## src/design/nvm_lock_defs.vh

```
// constants for the lock settings and signature row block
`ifndef NVM_LOCK_DEFS_VH
`define NVM_LOCK_DEFS_VH
// apb byte addresses, index times four
`define SIG_IDX_OSC2M_B       6'h00
`define SIG_IDX_OSC2M_A       6'h01
`define SIG_IDX_OSC32K        6'h02
`define SIG_IDX_OSC32M_B      6'h03
`define SIG_IDX_OSC32M_A      6'h04
`define SIG_IDX_LOT0          6'h08
`define SIG_IDX_LOT1          6'h09
`define SIG_IDX_LOT2          6'h0A
`define ADDR_PROT_SETTINGS    8'h40
`define ADDR_CAL_STATUS       8'h44
// field positions in the protection settings byte
`define TBL_FIELD_HI          3
`define TBL_FIELD_LO          2
`define EXT_FIELD_HI          1
`define EXT_FIELD_LO          0
`define PROT_RESET            8'hFF
// field encodings
`define UNLOCKED_SETTING      2'h3
`define WRITE_PROTECT_SETTING 2'h2
`define READ_PROTECT_SETTING  2'h1
`define FULL_PROTECT_SETTING  2'h0
// signature row size in bytes
`define SIG_DEPTH             16
`endif

```

## src/design/sig_row_rom.v

```verilog
// factory signature row, read only
`timescale 1ns/1ps
`default_nettype none
`include "nvm_lock_defs.vh"
module sig_row_rom #(
	parameter [127:0] CONTENTS = 128'h0000_0000_0033_2211_0000_0000_5544_3322
) (
	// lookup
	input  wire [3:0] addr,
	output wire [7:0] data
);
	wire [7:0] mem [0:`SIG_DEPTH-1];
	genvar i;
	generate
		for (i = 0; i < `SIG_DEPTH; i = i + 1) begin : g_fill
			assign mem[i] = CONTENTS[i*8 +: 8];
		end
	endgenerate
	assign data = mem[addr];
endmodule // sig_row_rom
`default_nettype wire

```

## src/design/nvm_lock_sig.v

```verilog
// lock settings enforcement and signature row with calibration load
// Notes on behaviour
// - table lock changes only toward stricter
// - table lock cleared only by chip erase or reset
// - 11 allows table writes and reads
// - 10 blocks table writes, reads allowed
// - 01 blocks table reads from boot code
// - 00 blocks table writes and boot reads
// - 01/00, boot vectors: mask irq in app
// - external lock written only by programmer
// - external lock cleared only by chip erase or reset
// - any zero bit blocks test and debug
// - external lock never restricts software access
// - 11 gives programmer no protection
// - 10 refuses programmer writes and fuse writes
// - 00 refuses programmer reads, writes, lock/fuse
// - reset loads 2 MHz cal B
// - reset loads 2 MHz cal A
// - reset loads 32.768 kHz cal
// - reset loads 32 MHz cal B
// - reset loads 32 MHz cal A
// - lot number bytes read only at 08..0A
//
// The implementer's own choice: the APB interface to the registers.
`timescale 1ns/1ps
`default_nettype none
`include "nvm_lock_defs.vh"
module nvm_lock_sig (
	// clock and reset
	input  wire        pclk,
	input  wire        presetn,
	// apb slave
	input  wire        psel,
	input  wire        penable,
	input  wire        pwrite,
	input  wire [7:0]  paddr,
	input  wire [31:0] pwdata,
	input  wire [3:0]  pstrb,
	output wire        pready,
	output reg  [31:0] prdata,
	output wire        pslverr,
	// external programming interface
	input  wire        prog_wr_lock,
	input  wire [7:0]  prog_lock_data,
	input  wire        chip_erase,
	// cpu access qualifiers
	input  wire        spm_table_req,
	input  wire        lpm_table_req,
	input  wire        exec_in_boot,
	input  wire        vectors_in_boot,
	// programmer access qualifiers
	input  wire        prog_mem_write_req,
	input  wire        prog_mem_read_req,
	input  wire        prog_fuse_write_req,
	input  wire        prog_lock_read_req,
	input  wire        test_if_req,
	input  wire        debug_req,
	// permissions
	output wire        spm_table_allow,
	output wire        lpm_table_allow,
	output wire        irq_mask,
	output wire        sw_mem_allow,
	output wire        prog_mem_write_allow,
	output wire        prog_mem_read_allow,
	output wire        prog_fuse_write_allow,
	output wire        prog_lock_read_allow,
	output wire        test_if_allow,
	output wire        debug_allow,
	// oscillator calibration registers
	output reg  [7:0]  osc2m_cal_b,
	output reg  [7:0]  osc2m_cal_a,
	output reg  [7:0]  osc32k_cal,
	output reg  [7:0]  osc32m_cal_b,
	output reg  [7:0]  osc32m_cal_a,
	output wire        cal_done
);
	localparam [3:0] ST_IDLE  = 4'h1;
	localparam [3:0] ST_LOAD  = 4'h2;
	localparam [3:0] ST_DONE  = 4'h4;
	localparam [3:0] ST_SPARE = 4'h8;

	reg  [7:0] prot_q;
	reg  [7:0] prot_d;
	reg  [3:0] state_q;
	reg  [2:0] step_q;
	reg        wr_lock_s1_q;
	reg        wr_lock_s2_q;
	reg        erase_s1_q;
	reg        erase_s2_q;
	reg  [7:0] lock_data_s1_q;
	reg  [7:0] lock_data_s2_q;
	reg        wr_lock_prev_q;
	reg  [3:0] rom_addr;
	wire [7:0] rom_data;
	wire [1:0] tbl_field;
	wire [1:0] ext_field;
	wire       access;
	wire       prog_wr_pulse;

	sig_row_rom u_rom (
		.addr (rom_addr),
		.data (rom_data)
	);

	assign pready  = 1'b1;
	assign pslverr = 1'b0;
	assign access  = psel & penable;

	// programmer strobes cross from the pin side
	always @(posedge pclk or negedge presetn) begin
		if (!presetn) begin
			wr_lock_s1_q   <= 1'b0;
			wr_lock_s2_q   <= 1'b0;
			erase_s1_q     <= 1'b0;
			erase_s2_q     <= 1'b0;
			lock_data_s1_q <= 8'hFF;
			lock_data_s2_q <= 8'hFF;
			wr_lock_prev_q <= 1'b0;
		end else begin
			wr_lock_s1_q   <= prog_wr_lock;
			wr_lock_s2_q   <= wr_lock_s1_q;
			erase_s1_q     <= chip_erase;
			erase_s2_q     <= erase_s1_q;
			lock_data_s1_q <= prog_lock_data;
			lock_data_s2_q <= lock_data_s1_q;
			wr_lock_prev_q <= wr_lock_s2_q;
		end
	end
	assign prog_wr_pulse = wr_lock_s2_q & ~wr_lock_prev_q;

	// protection settings update
	always @* begin
		prot_d = prot_q;
		if (erase_s2_q) begin
			prot_d = `PROT_RESET;
		end else begin
			if (prog_wr_pulse) begin
				prot_d = prot_d & lock_data_s2_q;
			end
			if (access && pwrite && pstrb[0] && paddr == `ADDR_PROT_SETTINGS) begin
				// software may tighten the boot lock fields, never the external field
				prot_d = prot_d & {pwdata[7:2], 2'h3};
			end
		end
	end

	always @(posedge pclk or negedge presetn) begin
		if (!presetn) begin
			prot_q <= `PROT_RESET;
		end else begin
			prot_q <= prot_d;
		end
	end

	assign tbl_field = prot_q[`TBL_FIELD_HI:`TBL_FIELD_LO];
	assign ext_field = prot_q[`EXT_FIELD_HI:`EXT_FIELD_LO];

	// table section permissions
	assign spm_table_allow = spm_table_req & tbl_field[0];
	assign lpm_table_allow = lpm_table_req &
		~(exec_in_boot & ~tbl_field[1]);
	assign irq_mask = ~tbl_field[1] & vectors_in_boot & ~exec_in_boot;

	// external programming permissions
	assign sw_mem_allow          = 1'b1;
	assign prog_mem_write_allow  = prog_mem_write_req &
		(ext_field == `UNLOCKED_SETTING);
	assign prog_fuse_write_allow = prog_fuse_write_req &
		(ext_field == `UNLOCKED_SETTING);
	assign prog_mem_read_allow   = prog_mem_read_req & ext_field[1];
	assign prog_lock_read_allow  = prog_lock_read_req & ext_field[1];
	assign test_if_allow = test_if_req & (&ext_field);
	assign debug_allow   = debug_req & (&ext_field);

	// calibration load sequencer after reset release
	always @(posedge pclk or negedge presetn) begin
		if (!presetn) begin
			state_q      <= ST_IDLE;
			step_q       <= 3'h0;
			osc2m_cal_b  <= 8'h00;
			osc2m_cal_a  <= 8'h00;
			osc32k_cal   <= 8'h00;
			osc32m_cal_b <= 8'h00;
			osc32m_cal_a <= 8'h00;
		end else begin
			case (state_q)
				ST_IDLE: begin
					state_q <= ST_LOAD;
					step_q  <= 3'h0;
				end
				ST_LOAD: begin
					case (step_q)
						3'h0: osc2m_cal_b  <= rom_data;
						3'h1: osc2m_cal_a  <= rom_data;
						3'h2: osc32k_cal   <= rom_data;
						3'h3: osc32m_cal_b <= rom_data;
						default: osc32m_cal_a <= rom_data;
					endcase
					if (step_q == 3'h4) begin
						state_q <= ST_DONE;
					end
					step_q <= step_q + 3'h1;
				end
				ST_DONE: begin
					state_q <= ST_DONE;
				end
				default: begin
					state_q <= ST_IDLE;
				end
			endcase
		end
	end
	assign cal_done = (state_q == ST_DONE);

	// rom address: loader owns it until done
	always @* begin
		if (state_q != ST_DONE) begin
			rom_addr = {1'b0, step_q};
		end else begin
			rom_addr = paddr[5:2];
		end
	end

	// read data
	always @(posedge pclk or negedge presetn) begin
		if (!presetn) begin
			prdata <= 32'h0000_0000;
		end else if (psel && !penable && !pwrite) begin
			if (paddr == `ADDR_PROT_SETTINGS) begin
				prdata <= {24'h000000, prot_q};
			end else if (paddr == `ADDR_CAL_STATUS) begin
				prdata <= {31'h0, cal_done};
			end else if (paddr[7:6] == 2'h0 && paddr[1:0] == 2'h0 && cal_done) begin
				prdata <= {24'h000000, rom_data};
			end else begin
				prdata <= 32'h0000_0000;
			end
		end
	end
endmodule // nvm_lock_sig
`default_nettype wire

```

## config.mk

```make
export PLATFORM = sky130hd
export DESIGN_NAME = nvm_lock_sig
export DESIGN_NICKNAME = d
export VERILOG_FILES = /design/src/design/sig_row_rom.v /design/src/design/nvm_lock_sig.v
export VERILOG_INCLUDE_DIRS = /design/src /design/src/design
export SDC_FILE = /design/constraint.sdc
export NUM_CORES = 1
export LEC_CHECK = 0
export BUFFER_PORTS_ARGS = -buffer_cell sky130_fd_sc_hd__buf_2
export CAP_MARGIN = 20
export CORE_ASPECT_RATIO = 1.25
export CORE_MARGIN = 1.5
export CORE_UTILIZATION = 45
export CTS_CLUSTER_SIZE = 14
export DETAILED_ROUTE_END_ITERATION = 7
export PLACE_DENSITY = 0.8
export SYNTH_ARGS = -nofsm -noshare
export SYNTH_HDL_FRONTEND = slang
export SYNTH_SLANG_ARGS = --single-unit
```

## constraint.sdc

```tcl
create_clock -name pclk -period 2 [get_ports pclk]
set_clock_uncertainty 0.1 [all_clocks]
set_input_delay 0.3 -clock pclk [delete_from_list [all_inputs] [get_ports pclk]]
set_output_delay 0.3 -clock pclk [all_outputs]
set_load 0.05 [all_outputs]
```

Yosys cells after proc, flatten, opt, wreduce, memory -nomap -nowiden
Memories as Yosys holds them, arrays and structs flattened.
Cells that the tools add are included.
- add/sub/neg operators: 1
- order comparisons: 1
- eq/ne operators: 12
- muxes and demuxes: 13
- bitwise gates (word level): 21
- reduce and logical (&&, ||, !) cells: 20
- operator list (operator ; number):
    $mux W8 ; 9
    $and A8 B8 Y8 ; 2
    $eq A8 B7 Y1 const B ; 2
    $and A1 B1 Y1 ; 13
    $pmux W4 S3 ; 1
    $reduce_and A2 Y1 ; 6
    $mux W4 ; 2
    $logic_and A1 B1 Y1 ; 7
    $eq A3 B2 Y1 const B ; 2
    $pmux W3 S2 ; 1
    $ge A5 B5 Y1 const B ; 1
    $not A1 Y1 ; 5
    $not A4 Y5 ; 1
    $eq A4 B1 Y1 const B ; 1
    $eq A4 B2 Y1 const B ; 1
    $eq A4 B3 Y1 const B ; 1
    $logic_not A2 Y1 ; 2
    $ne A4 B3 Y1 const B ; 1
    $reduce_or A4 Y1 ; 1
    $add A3 B1 Y3 const B ; 1
    $eq A3 B1 Y1 const B ; 1
    $eq A3 B3 Y1 const B ; 1
    $logic_not A3 Y1 ; 1
    $eq A2 B2 Y1 const B ; 1
    3 further kinds ; 4
- register bits after elaboration: 108
- bits in read-only memories: 128
- input port bits: 69
- output and inout port bits: 85
- memories kept: 1
- memories (name ; depth ; width ; rd ports ; clocked after memory_dff ; write ports ; line ; source):
    (no name shown) ; 16 ; 8 ; 1 ; 0 ; 0 ; sig_row_rom.v:19 ; assign data = mem[addr];

Logic depth before layout (Yosys ltp)
Gate-level depths: netlist of the first run.
- depth in word-level cells: 9
- depth in mapped cells: 7
- gate-level depth less buffers: 6

Hierarchy
From an unflattened synthesis of the first run, not the netlist that was laid out.
- cell total of the unflattened synthesis: 280
- area, all modules: 3661.0 sq um
- modules (own cells, without submodules) (module ; instances ; cells an instance ; area an instance (sq um)):
    nvm_lock_sig ; 1 ; 263 ; 3548.4
    sig_row_rom ; 1 ; 17 ; 112.6

Worst setup path before layout of the first run
Ideal clock, no wire load.
- kind: register to output
- start point: reg prot_q[3]
- end point: out lpm_table_allow
- arrival: 1.681 ns
- data required time: 1.600 ns
- path slack: -0.081 ns
- stages on the path, launching flop included: 3
- buffers on the path: 0
- cell sequence: dfstp_2 inv_1 a21boi_0
- cells in the longest elaborated chain, start to end: 4
- ends and longest elaborated chain (element ; line ; source):
    from (decl) ; nvm_lock_sig.v:82 ; reg [7:0] prot_q;
    from (signal assigned) ; nvm_lock_sig.v:149 ; prot_q <= `PROT_RESET;
    from (signal assigned) ; nvm_lock_sig.v:151 ; prot_q <= prot_d;
    $not A1 Y1 ; nvm_lock_sig.v:161 ; ~(exec_in_boot & ~tbl_field[1]);
    $and A1 B1 Y1 ; nvm_lock_sig.v:161 ;
    $not A1 Y1 ; nvm_lock_sig.v:161 ;
    $and A1 B1 Y1 ; nvm_lock_sig.v:160 ; assign lpm_table_allow = lpm_table_req &
    to (decl) ; nvm_lock_sig.v:60 ; output wire lpm_table_allow,
Every way passes these cells.

Final worst setup path of the first run
- start point: reg step_q[1]
- end point: reg osc32m_cal_a[5]
- cells in the longest elaborated chain, start to end: 5
- ends and longest elaborated chain (element ; line ; source):
    from (decl) ; nvm_lock_sig.v:85 ; reg [2:0] step_q;
    from (signal assigned) ; nvm_lock_sig.v:202 ; step_q <= step_q + 3'h1;
    $mux W4 ; nvm_lock_sig.v:217 ; if (state_q != ST_DONE) begin
    $not A4 Y5 (not written as such) ; sig_row_rom.v:19 ;
    $mem_v2 Z16 W8 ; - ;
    $mux W8 (not written as such) (2 in a row) ; sig_row_rom.v:19 ;
    to (signal assigned) ; nvm_lock_sig.v:197 ; default: osc32m_cal_a <= rom_data;
    to (decl) ; nvm_lock_sig.v:74 ; output reg [7:0] osc32m_cal_a,
Parallel ways exist; a longest one is shown, timed or not. The select of a mux whose other input is x is not followed.
A chain may end at the register's enable or synchronous reset.

==> results, run 1 <==
- The run finished with clean final reports.
- The sequential standard cell area is around 0.0015 sq mm.
- The fraction of registers with async set/reset is between 90% and 100%.
- The average vias per placed instance is between 4 and 5.
- After layout, the worst path uses between 90 and 100% of the clock period.
- In this run, the number of DRC markers left after iteration 0 of detailed routing was between 100 and 150.
- The critical path launch point type is a flop.
- The synthesized area per cell is ~11 sq um.
- The horizontal die dimension is roughly 74 microns.
- The cell sitting at the root of the clock tree is a sky130_fd_sc_hd__clkbuf_8.
- The library cells used most frequently in the layout, excluding fill and tap cells, are 87 x sky130_fd_sc_hd__buf_2, 37 x sky130_fd_sc_hd__conb_1, 33 x sky130_fd_sc_hd__dfrtp_1.
- Clock-pin slew was measured on the worst setup and hold paths at 0.08 ns.
- After detailed routing, the number of remaining DRC violations is 0.
- In the final layout, the share of cells above drive strength 1 is 42.49%.
- The total routed wirelength is about 5.4 mm.
- The flip-flop cell with the highest count after synthesis is sky130_fd_sc_hd__dfrtp_1.
- The number of antenna violations at the first check in global routing is 0.
- The growth of design area from synthesis to finish is 21.71%.
- The required time at the worst-slack endpoint is ~2.1 ns.
- The post-synthesis cell count is around 260.
- The internal power of the cells totals between 2 and 2.5 mW.
- The cell with the biggest individual delay on the critical path is sky130_fd_sc_hd__dfrtp_1.
- In this run the power spent charging and discharging nets is 0.7937 mW.
- The simple logic cell fraction of the synthesized area is 14.00%.
- The number of buffers inserted by port buffering is 87.
- Across every metal layer, demand over resource in global routing totals between 10% and 20%.
- The full die area is between 0.006 and 0.007 sq mm.
- TritonCTS built the clock tree.
- The cell area that synthesis handed to floorplanning was roughly 0.0029 sq mm.
- The sequential-to-total area share from yosys stat is a little over 50%.
- The top-level port count is ~150.
- The number of detailed-routing iterations run before antenna repair is 4.
- Counting along the longest clock path gives a buffer depth of 2.
- After legalization and detailed placement, the total HPWL measured about 3.9 mm.
- The first global-routing pass estimated 8.549 mm of wire.
- The time the worst path needs with I/O delays and setup is roughly 1.8 ns.
- The compound-cell area share of the yosys netlist is a little over a tenth.
- The critical path's largest stage delay is between 0.4 and 0.5 ns.
- Summing all multi-input logic gate instances after layout gives about 0.0011 sq mm.
- The maximum fanout encountered on the critical timing path is 5.
- The number of global-route vias before repair is between 1,500 and 2,000.
- Entering global routing, the biggest net connects 28 pins.
- The analysis attributes to cell leakage a power of between 1.5 and 2 nW.
- The hold violation count in the final report is 0.
- At the end of the flow the core is filled with cells to between 50% and 60%.
- The synthesis warning total is 0.
- The maximum frequency from static timing analysis is 0.5493 GHz.
- The quantity of gates resized following cts is 0.
- The cell count after placement is 410.
- The residual overflow from global routing is 0.
- Net switching is 28.17% of the power.
- The type of element capturing the critical path is a flop.
- The power density over cell area is 809.6 mW/mm^2.
- The number of diodes added for antenna fixing is 0.
- The number of inserted filler cells in the final layout is roughly 530.
- The per-cell routed wire length is 12.29 microns.
- The final count of negative-setup-slack endpoints is 0.
- For the worst-skew pair, the clock arrives at the later sink with an insertion delay of between 0.3 and 0.4 ns.
- The count of vias placed by the detailed router is 2,037.
- In the final timing run, aggregate negative setup slack is 0 ns.
- In this run, synthesis produced a sequential element count of slightly below 60.
- The portion of total power attributed to combinational logic is a little over an eighth.
- The number of CTS-inserted buffers is 9.
- The dominant combinational cell family by area after synthesis is buffers and inverters.
- Setup repair after global routing left no endpoint under its margin.
- Leaving out filler cells and counting taps, the final layout contains ~440.
- The type of the worst setup path is flop to flop.
- Yosys mapped a number of flops with a built-in enable equal to 0.
- The area share of fa/ha/maj cells after synthesis is under 10%.
- Among cell families on the critical path, the largest total delay comes from flip-flops.
- The clock tree synthesis step divided the H-tree into 3 levels.
- The total of max-cap violations is 0.
- The min-delay analysis places its worst path in the category input port to flop.
- The congestion estimate from routability-driven global placement came to 0.8015.
- The most common cell after layout, fill and taps aside is sky130_fd_sc_hd__buf_2.
- The share of total power in the clock network is a little over two fifths.
- The netlist uses between 40 and 50 different library cells.
- Counting every sink on the clock net gives between 50 and 60.
- The signal on the critical path passes through inv_1, ha_1, nor3_1, o211ai_1, mux2_2.
- The initial utilization of the core area, before any placement, comes to a little under half.
- The total number of placement rows is 32.
- The floorplan step set the die height to about 90 microns.
- Of the total synthesized cell area, the portion taken by XOR and XNOR cells is less than 1%.
- The mux cell area share after synthesis is under 10%.
- The count of pins over their slew limit is 0.
- Across the VDD grid, the largest voltage drop is 0.6426 mV.
- The core area is 0.006166 sq mm.
- The sequential power share is 44.1%.
- Data arrives at the worst endpoint at 1.94 ns.
- The post-layout net count is around 420.
- Once detail routing completed, the nets flagged for antenna violations numbered 0.
- Counting both buffers and inverters, the worst setup path holds a total of 1.
-- cell usage after synthesis, types with 3 or more instances --
library cell,number,area share [%]
sky130_fd_sc_hd__buf_4,52,14
sky130_fd_sc_hd__dfrtp_1,33,29
sky130_fd_sc_hd__dfstp_2,25,23
sky130_fd_sc_hd__nand2_1,17,2.2
sky130_fd_sc_hd__o21ai_0,16,2.8
sky130_fd_sc_hd__nand2b_1,11,2.4
sky130_fd_sc_hd__mux2_2,9,3.5
sky130_fd_sc_hd__nand3_1,8,1.4
sky130_fd_sc_hd__nor2_1,8,1.1
sky130_fd_sc_hd__a21oi_1,7,1.2
sky130_fd_sc_hd__inv_1,6,0.79
sky130_fd_sc_hd__o221ai_1,6,1.8
sky130_fd_sc_hd__and2_1,5,1.1
sky130_fd_sc_hd__and3_1,5,1.1
sky130_fd_sc_hd__ha_1,5,2.2
sky130_fd_sc_hd__nor3_1,3,0.53
sky130_fd_sc_hd__nor3b_1,3,0.79
sky130_fd_sc_hd__o21ai_1,3,0.53
-- sequential cells by signal (all words and copies together) (netlist names) --
| signal | count |
|---|---|
| erase_s1_q | 1 |
| erase_s2_q | 1 |
| lock_data_s1_q | 8 |
| lock_data_s2_q | 8 |
| osc2m_cal_a | 3 |
| osc2m_cal_b | 3 |
| osc32k_cal | 3 |
| osc32m_cal_a | 3 |
| osc32m_cal_b | 3 |
| prdata | 8 |
| prot_q | 8 |
| state_q | 3 |
| step_q | 3 |
| wr_lock_prev_q | 1 |
| wr_lock_s1_q | 1 |
| wr_lock_s2_q | 1 |
-- logic make-up after synthesis --
group | after synthesis
flops | 58
mux | 11
xor+xnor | 2
compound gates | 46
simple gates | 70
fa+ha+maj | 5
buf+inv | 64
other cells | 2
-- worst paths after layout --
path / from / endpoint / slack [ns] / cells after the start
max in group asynchronous: presetn / lock_data_s2_q[4] / 0.89 / 3
worst min register to register: erase_s1_q / erase_s2_q / 0.25 / 0
min in group asynchronous: presetn / prdata[6] / 0.29 / 2
worst max register to register: step_q[1] / osc32m_cal_a[5] / 0.18 / 5
worst min-delay path: paddr[4] / prdata[0] / 0.12 / 2
worst max-delay path: step_q[1] / osc32m_cal_a[5] / 0.18 / 5
-- stage by stage --
stage / power [mW] / cell area, sq um / setup slack (ns) / hold slack (ns)
final: 2.817 / 3480 / 0.1794 / 0.1174
after global routing: 2.929 / 3480 / 0.08232 / 0.1239
after CTS: 2.841 / 3472 / 0.02994 / 0.1051
after detailed placement: 1.625 / 3137 / 0.2201 / 0.1208
after global placement: 1.620 / 3137 / 0.2439 / 0.1153
after floorplan: 1.578 / 2990 / 0.07442 / -0.09559
-- cell type report --
cell class	count	share of cell area [%]
Clock buffer	9	3.560
Clock inverter	7	2.913
Inverter	6	0.6472
Multi-Input combinational cell	171	30.31
Sequential cell	58	42.61
Tap cell	85	3.056
Timing Repair Buffer	102	16.90
-- power by group through the flow --
| stage | logic [mW] | registers [mW] | clock network (mW) |
|---|---|---|---|
| 6_report | 0.379 | 1.24 | 1.19 |
| 5_1_grt | 0.405 | 1.25 | 1.28 |
| 4_1_cts | 0.380 | 1.24 | 1.22 |
| 3_5_place_dp | 0.363 | 1.26 | 0 |
| 3_3_place_gp | 0.359 | 1.26 | 0 |
| 2_1_floorplan | 0.312 | 1.27 | 0 |
-- what timing repair did --
item                                    in CTS  in global routing
hold endpoints to repair                    18                  0
endpoints found under the setup margin       0                  1
hold buffers                                11                  0
buffers inserted                             0                  1
-- routing by layer --
metal	up-vias	part of all wire, %	track usage [%]
li1	975	-	-
met1	983	41	20.56
met2	70	51	25.82
met3	9	5.8	3.846
met4	0	1.7	9.848
met5	-	0	0
Power figures use the tool's default switching activity.
==> run 2, diff against run 1 <==
- CORE_UTILIZATION: 45 -> 44
- PLACE_DENSITY: 0.8 -> 0.77
- SYNTH_HIERARCHICAL: unset -> 1
- clock period: 2 -> 1.6 ns (I/O delays scaled with it)
==> run 2 against run 1 <==
Net effect: the flow now finishes with violations (setup timing); core utilization is 6.5 points higher; die area grew 30%; critical path type unchanged; final area up 47%; register-to-register slack got worse by 0.87 ns; highest routed layer unchanged; clock power grew 20%; fmax decreased by 21%; wire length rose by 57%.
==> results, run 2 <==
- The count of pins over their slew limit was 0.
- The number of antenna violations at the first check in global routing came to 0.
- The die is 84.59 microns wide.
- After synthesis, flip-flops and latches occupy around 58% of the total area.
- After detailed routing, the number of remaining DRC violations is 0.
- Setup repair after global routing could not meet its margin everywhere.
- The endpoint identified for the worst register-to-register timing path is osc32m_cal_b[0].
- CTS placed an instance of sky130_fd_sc_hd__clkbuf_8 at the clock tree root.
- The total of max-cap violations is 0.
- In the layout the commonest cells are 87 x sky130_fd_sc_hd__buf_2, 57 x sky130_fd_sc_hd__dfrtp_1, 37 x sky130_fd_sc_hd__mux2_2.
- The power density over cell area is about 840 mW/mm^2.
- The worst setup path endpoint is osc32m_cal_b[0].
- The total number of placement rows is 37.
- The critical path depth in cells is 11.
- The Yosys step of the flow raised 6 warnings.
- The synthesized flop and latch total is a little over 80.
- The depth of the worst register-to-register path is 11.
- The maximum number of pins on one net before global-route repair is slightly above 40.
- Counting the buffers created by CTS gives 9.
- The full die area is between 0.008 and 0.009 sq mm.
- Traced cell by cell, the critical path runs through or3b_4, clkinvlp_4, nand2_2, o21ai_2, inv_2, ha_4, nor2_4, a211oi_4, buf_4, buf_6, mux2_4.
- The post-CTS clock slew at the launch and capture registers of the worst setup and hold paths is around 0.090 ns.
- The filler cells instantiated in the layout total ~650.
- The first detailed-routing pass took 4 iterations.
- The H-tree was split into 3 levels.
- On the critical path the largest part of the delay comes from simple AND/OR/NAND/NOR gates.
- The number of buffers and inverters on the critical path is 4.
- Setup violations remaining at the end of the flow were counted as between 50 and 60.
- After detailed routing, the total wire length is about 8.5 mm.
- The average vias per placed instance is 4.972.
- The hold violation count in the final report is 0.
- Of all flip-flops after synthesis, the portion carrying an async set or reset was 100.0%.
- The checks that failed: setup timing.
- The worst-case hold slack is about 0.052 ns.
- The TritonCTS clock tree is built.
- The number of antenna diodes in the final layout is 0.
- STA classifies the critical path endpoint as a flop.
- The post-layout net count is 505.
- The top-level port count is roughly 150.
- The cell with the most instances after synthesis is sky130_fd_sc_hd__dfrtp_1.
- Synthesis handed over a netlist of 280 instances.
- The path class of the tightest hold or removal check is input port to flop.
- The required time at the worst-slack endpoint is 1.75 ns.
- The number of global-route vias before repair is approximately 2,700.
- The number of buffers inserted by port buffering is 97.
- After layout, the worst path uses 143.3% of the clock period.
- The origin of the worst setup path is state_q[1].
- The most common cell after layout, fill and taps aside is sky130_fd_sc_hd__buf_2.
- The flip-flop cell with the highest count after synthesis is sky130_fd_sc_hd__dfrtp_1.
- On the critical path, the stage with the largest delay is an instance of sky130_fd_sc_hd__dfrtp_1.
- For this run, the slowest stage of the critical path takes a little over 0.4 ns.
- The maximum fanout encountered on the critical timing path is 5.
- The die outline height is 105.0 microns.
- Once routing completed, OpenROAD measured the worst setup slack at -0.6928 ns.
- The setup slack on the worst flop-to-flop path is -0.69 ns.
- The count of vias placed by the detailed router is around 2,600.
- The worst supply voltage drop on vdd is 0.9546 mV.
- The finished cells cover roughly 0.005 sq mm.
- At the end of routability-driven placement, the weighted congestion stood at around 0.78.
- Clock tree synthesis found a total of between 80 and 90 sinks.
- The final cell utilization of the core is 62.98%.
- The distinct cell type count after synthesis is 44.
- After synthesis, the largest area contributor takes up roughly two fifths of total cell area.
- Once placement finished, the instance area stood at between 0.004 and 0.005 sq mm.
- Subtracting the final worst setup slack from the clock period gives about 2.3 ns.
- Relative to the synthesized area, the layout overhead comes to 40.16%.
- After synthesis, the cell types taking the most area are sky130_fd_sc_hd__dfrtp_1 40%, sky130_fd_sc_hd__dfstp_2 18%, sky130_fd_sc_hd__mux2_2 12%.
- The cell area that synthesis handed to floorplanning was ~0.0037 sq mm.
- The clock latency of the later-clocked register in the worst-skew pair is 0.36 ns.
- The overall track demand over capacity in global routing is between 10% and 20%.
- The number of synthesized flops with an enable pin is 0.
- The origin of the critical flop-to-flop path is state_q[1].
- The number of violations reported at the end of detailed-routing iteration 0 is between 80 and 90.
- The commonest cells after synthesis are 58 x sky130_fd_sc_hd__dfrtp_1, 40 x sky130_fd_sc_hd__mux2_2, 32 x sky130_fd_sc_hd__buf_4.
- The residual overflow from global routing is 0.
- The design draws ~4.3 mW.
- The detailed-placement wirelength estimate is about 5.7 mm.
- By startpoint and endpoint, the worst setup path is classified as flop to flop.
- The number of nets still failing antenna checks after routing is 0.
- The critical path data arrival time is roughly 2.4 ns.
- The core area is just over 0.008 sq mm.
- The fraction of layout cells with a size suffix above 1 is 63.13%.
- The critical path launch point type is a flop.
- The maximum buffer depth of the clock tree is 2.
- After detailed routing, the average wire length per cell comes to approximately 16 microns.
- The maximum frequency from static timing analysis is around 0.44 GHz.
- For this design the static power due to leakage is 2.444 nW.
- The flow ran to the end, but the final reports show violations.
- The initial core utilization is between 40% and 50%.
- The first global-routing pass estimated roughly 13 mm of wire.
- The synthesized area per cell is around 13 sq um.
- The largest area contributor in the synthesized netlist is sky130_fd_sc_hd__dfrtp_1.
-- run 2: cell types whose count changed in the layout (fill, tap and decap cells not counted), sizes merged, moves of 6 or more --
cell and delta:
buf +48, mux2 +31, dfrtp +25, conb -8, nand3 -8, a221o +7
and2 +7, nand2 -7, nand2b -7, nor4 +7, o21bai +7, a21oi -6
o221ai -6
-- run 2: metrics by stage --
stage	cells	setup slack, ns	setup TNS [ns]
after CTS	524	-0.5728	-18.70
after global routing	531	-0.7405	-22.82
after global placement	490	-0.6105	-22.49
after detailed placement	490	-0.6746	-24.97
final	531	-0.6928	-20.83
after floorplan	306	-0.8910	-24.24
-- run 2: metal layers --
layer	vias to the layer above	track usage (%)	share of wire [%]
met3	8	5.055	4.3
li1	1229	-	-
met2	83	35.03	56
met1	1320	22.54	39
met4	0	4.378	0.86
met5	-	0	0
-- run 2: final cells by class --
cell class	instances	area, sq um	area share (%)
flip-flops and latches	83	2110	41.11
multi-input cells	175	1584	30.87
repair buffers	150	1087	21.19
clock buffers	9	123.9	2.414
well taps	97	121.4	2.365
clock inverters	7	61.31	1.195
inverters	10	43.79	0.8535
-- run 2: kinds of logic (layout without fill, tap and decap cells) --
group / count (synthesis) / after routing / synth area share [%]
AOI/OAI and AO/OA: 40 / 40 / 8.271
xor gates and xnor gates: 1 / 1 / 0.2393
adders and majority gates: 7 / 7 / 2.392
buffers and inverters: 48 / 176 / 8.510
DFF: 83 / 83 / 57.59
muxes: 41 / 41 / 12.61
other: 3 / 29 / 0.3076
and+or+nand+nor: 57 / 57 / 10.08
-- run 2: worst min-delay path by stage --
stage          startpoint               to  slack (ns)  cells after the start
2_1_floorplan     presetn       erase_s1_q       -0.16                      0
3_3_place_gp      presetn       state_q[2]         0.1                      1
3_5_place_dp      presetn  osc32m_cal_b[0]        0.11                      1
4_1_cts         pwdata[7]        prot_q[7]        0.04                      3
5_1_grt         pwdata[7]        prot_q[7]        0.05                      3
6_report        pwdata[7]        prot_q[7]        0.05                      3
-- run 2: power by group --
group	switching [mW]	leakage, nW	internal, mW
clock	0.839	0.0936	0.593
sequential	0.0274	0.959	2.18
combinational	0.438	1.39	0.223
total	1.30	2.44	2.99
-- run 2: tightest hold or removal path, stage by stage --
cell                       delay, ns
sky130_fd_sc_hd__buf_2          0.08
sky130_fd_sc_hd__nor4_1         0.05
sky130_fd_sc_hd__o21bai_1       0.12
-- run 2: what timing repair did --
| item | 4_1_cts | 5_1_grt |
|---|---|---|
| hold buffers | 11 | 0 |
| setup buffers | 6 | 7 |
| endpoints found under the setup margin | 56 | 56 |
| endpoints found under the hold margin | 24 | 0 |
| pin swaps | 10 | 7 |
| cloned | 1 | 0 |
| resized for setup | 52 | 26 |
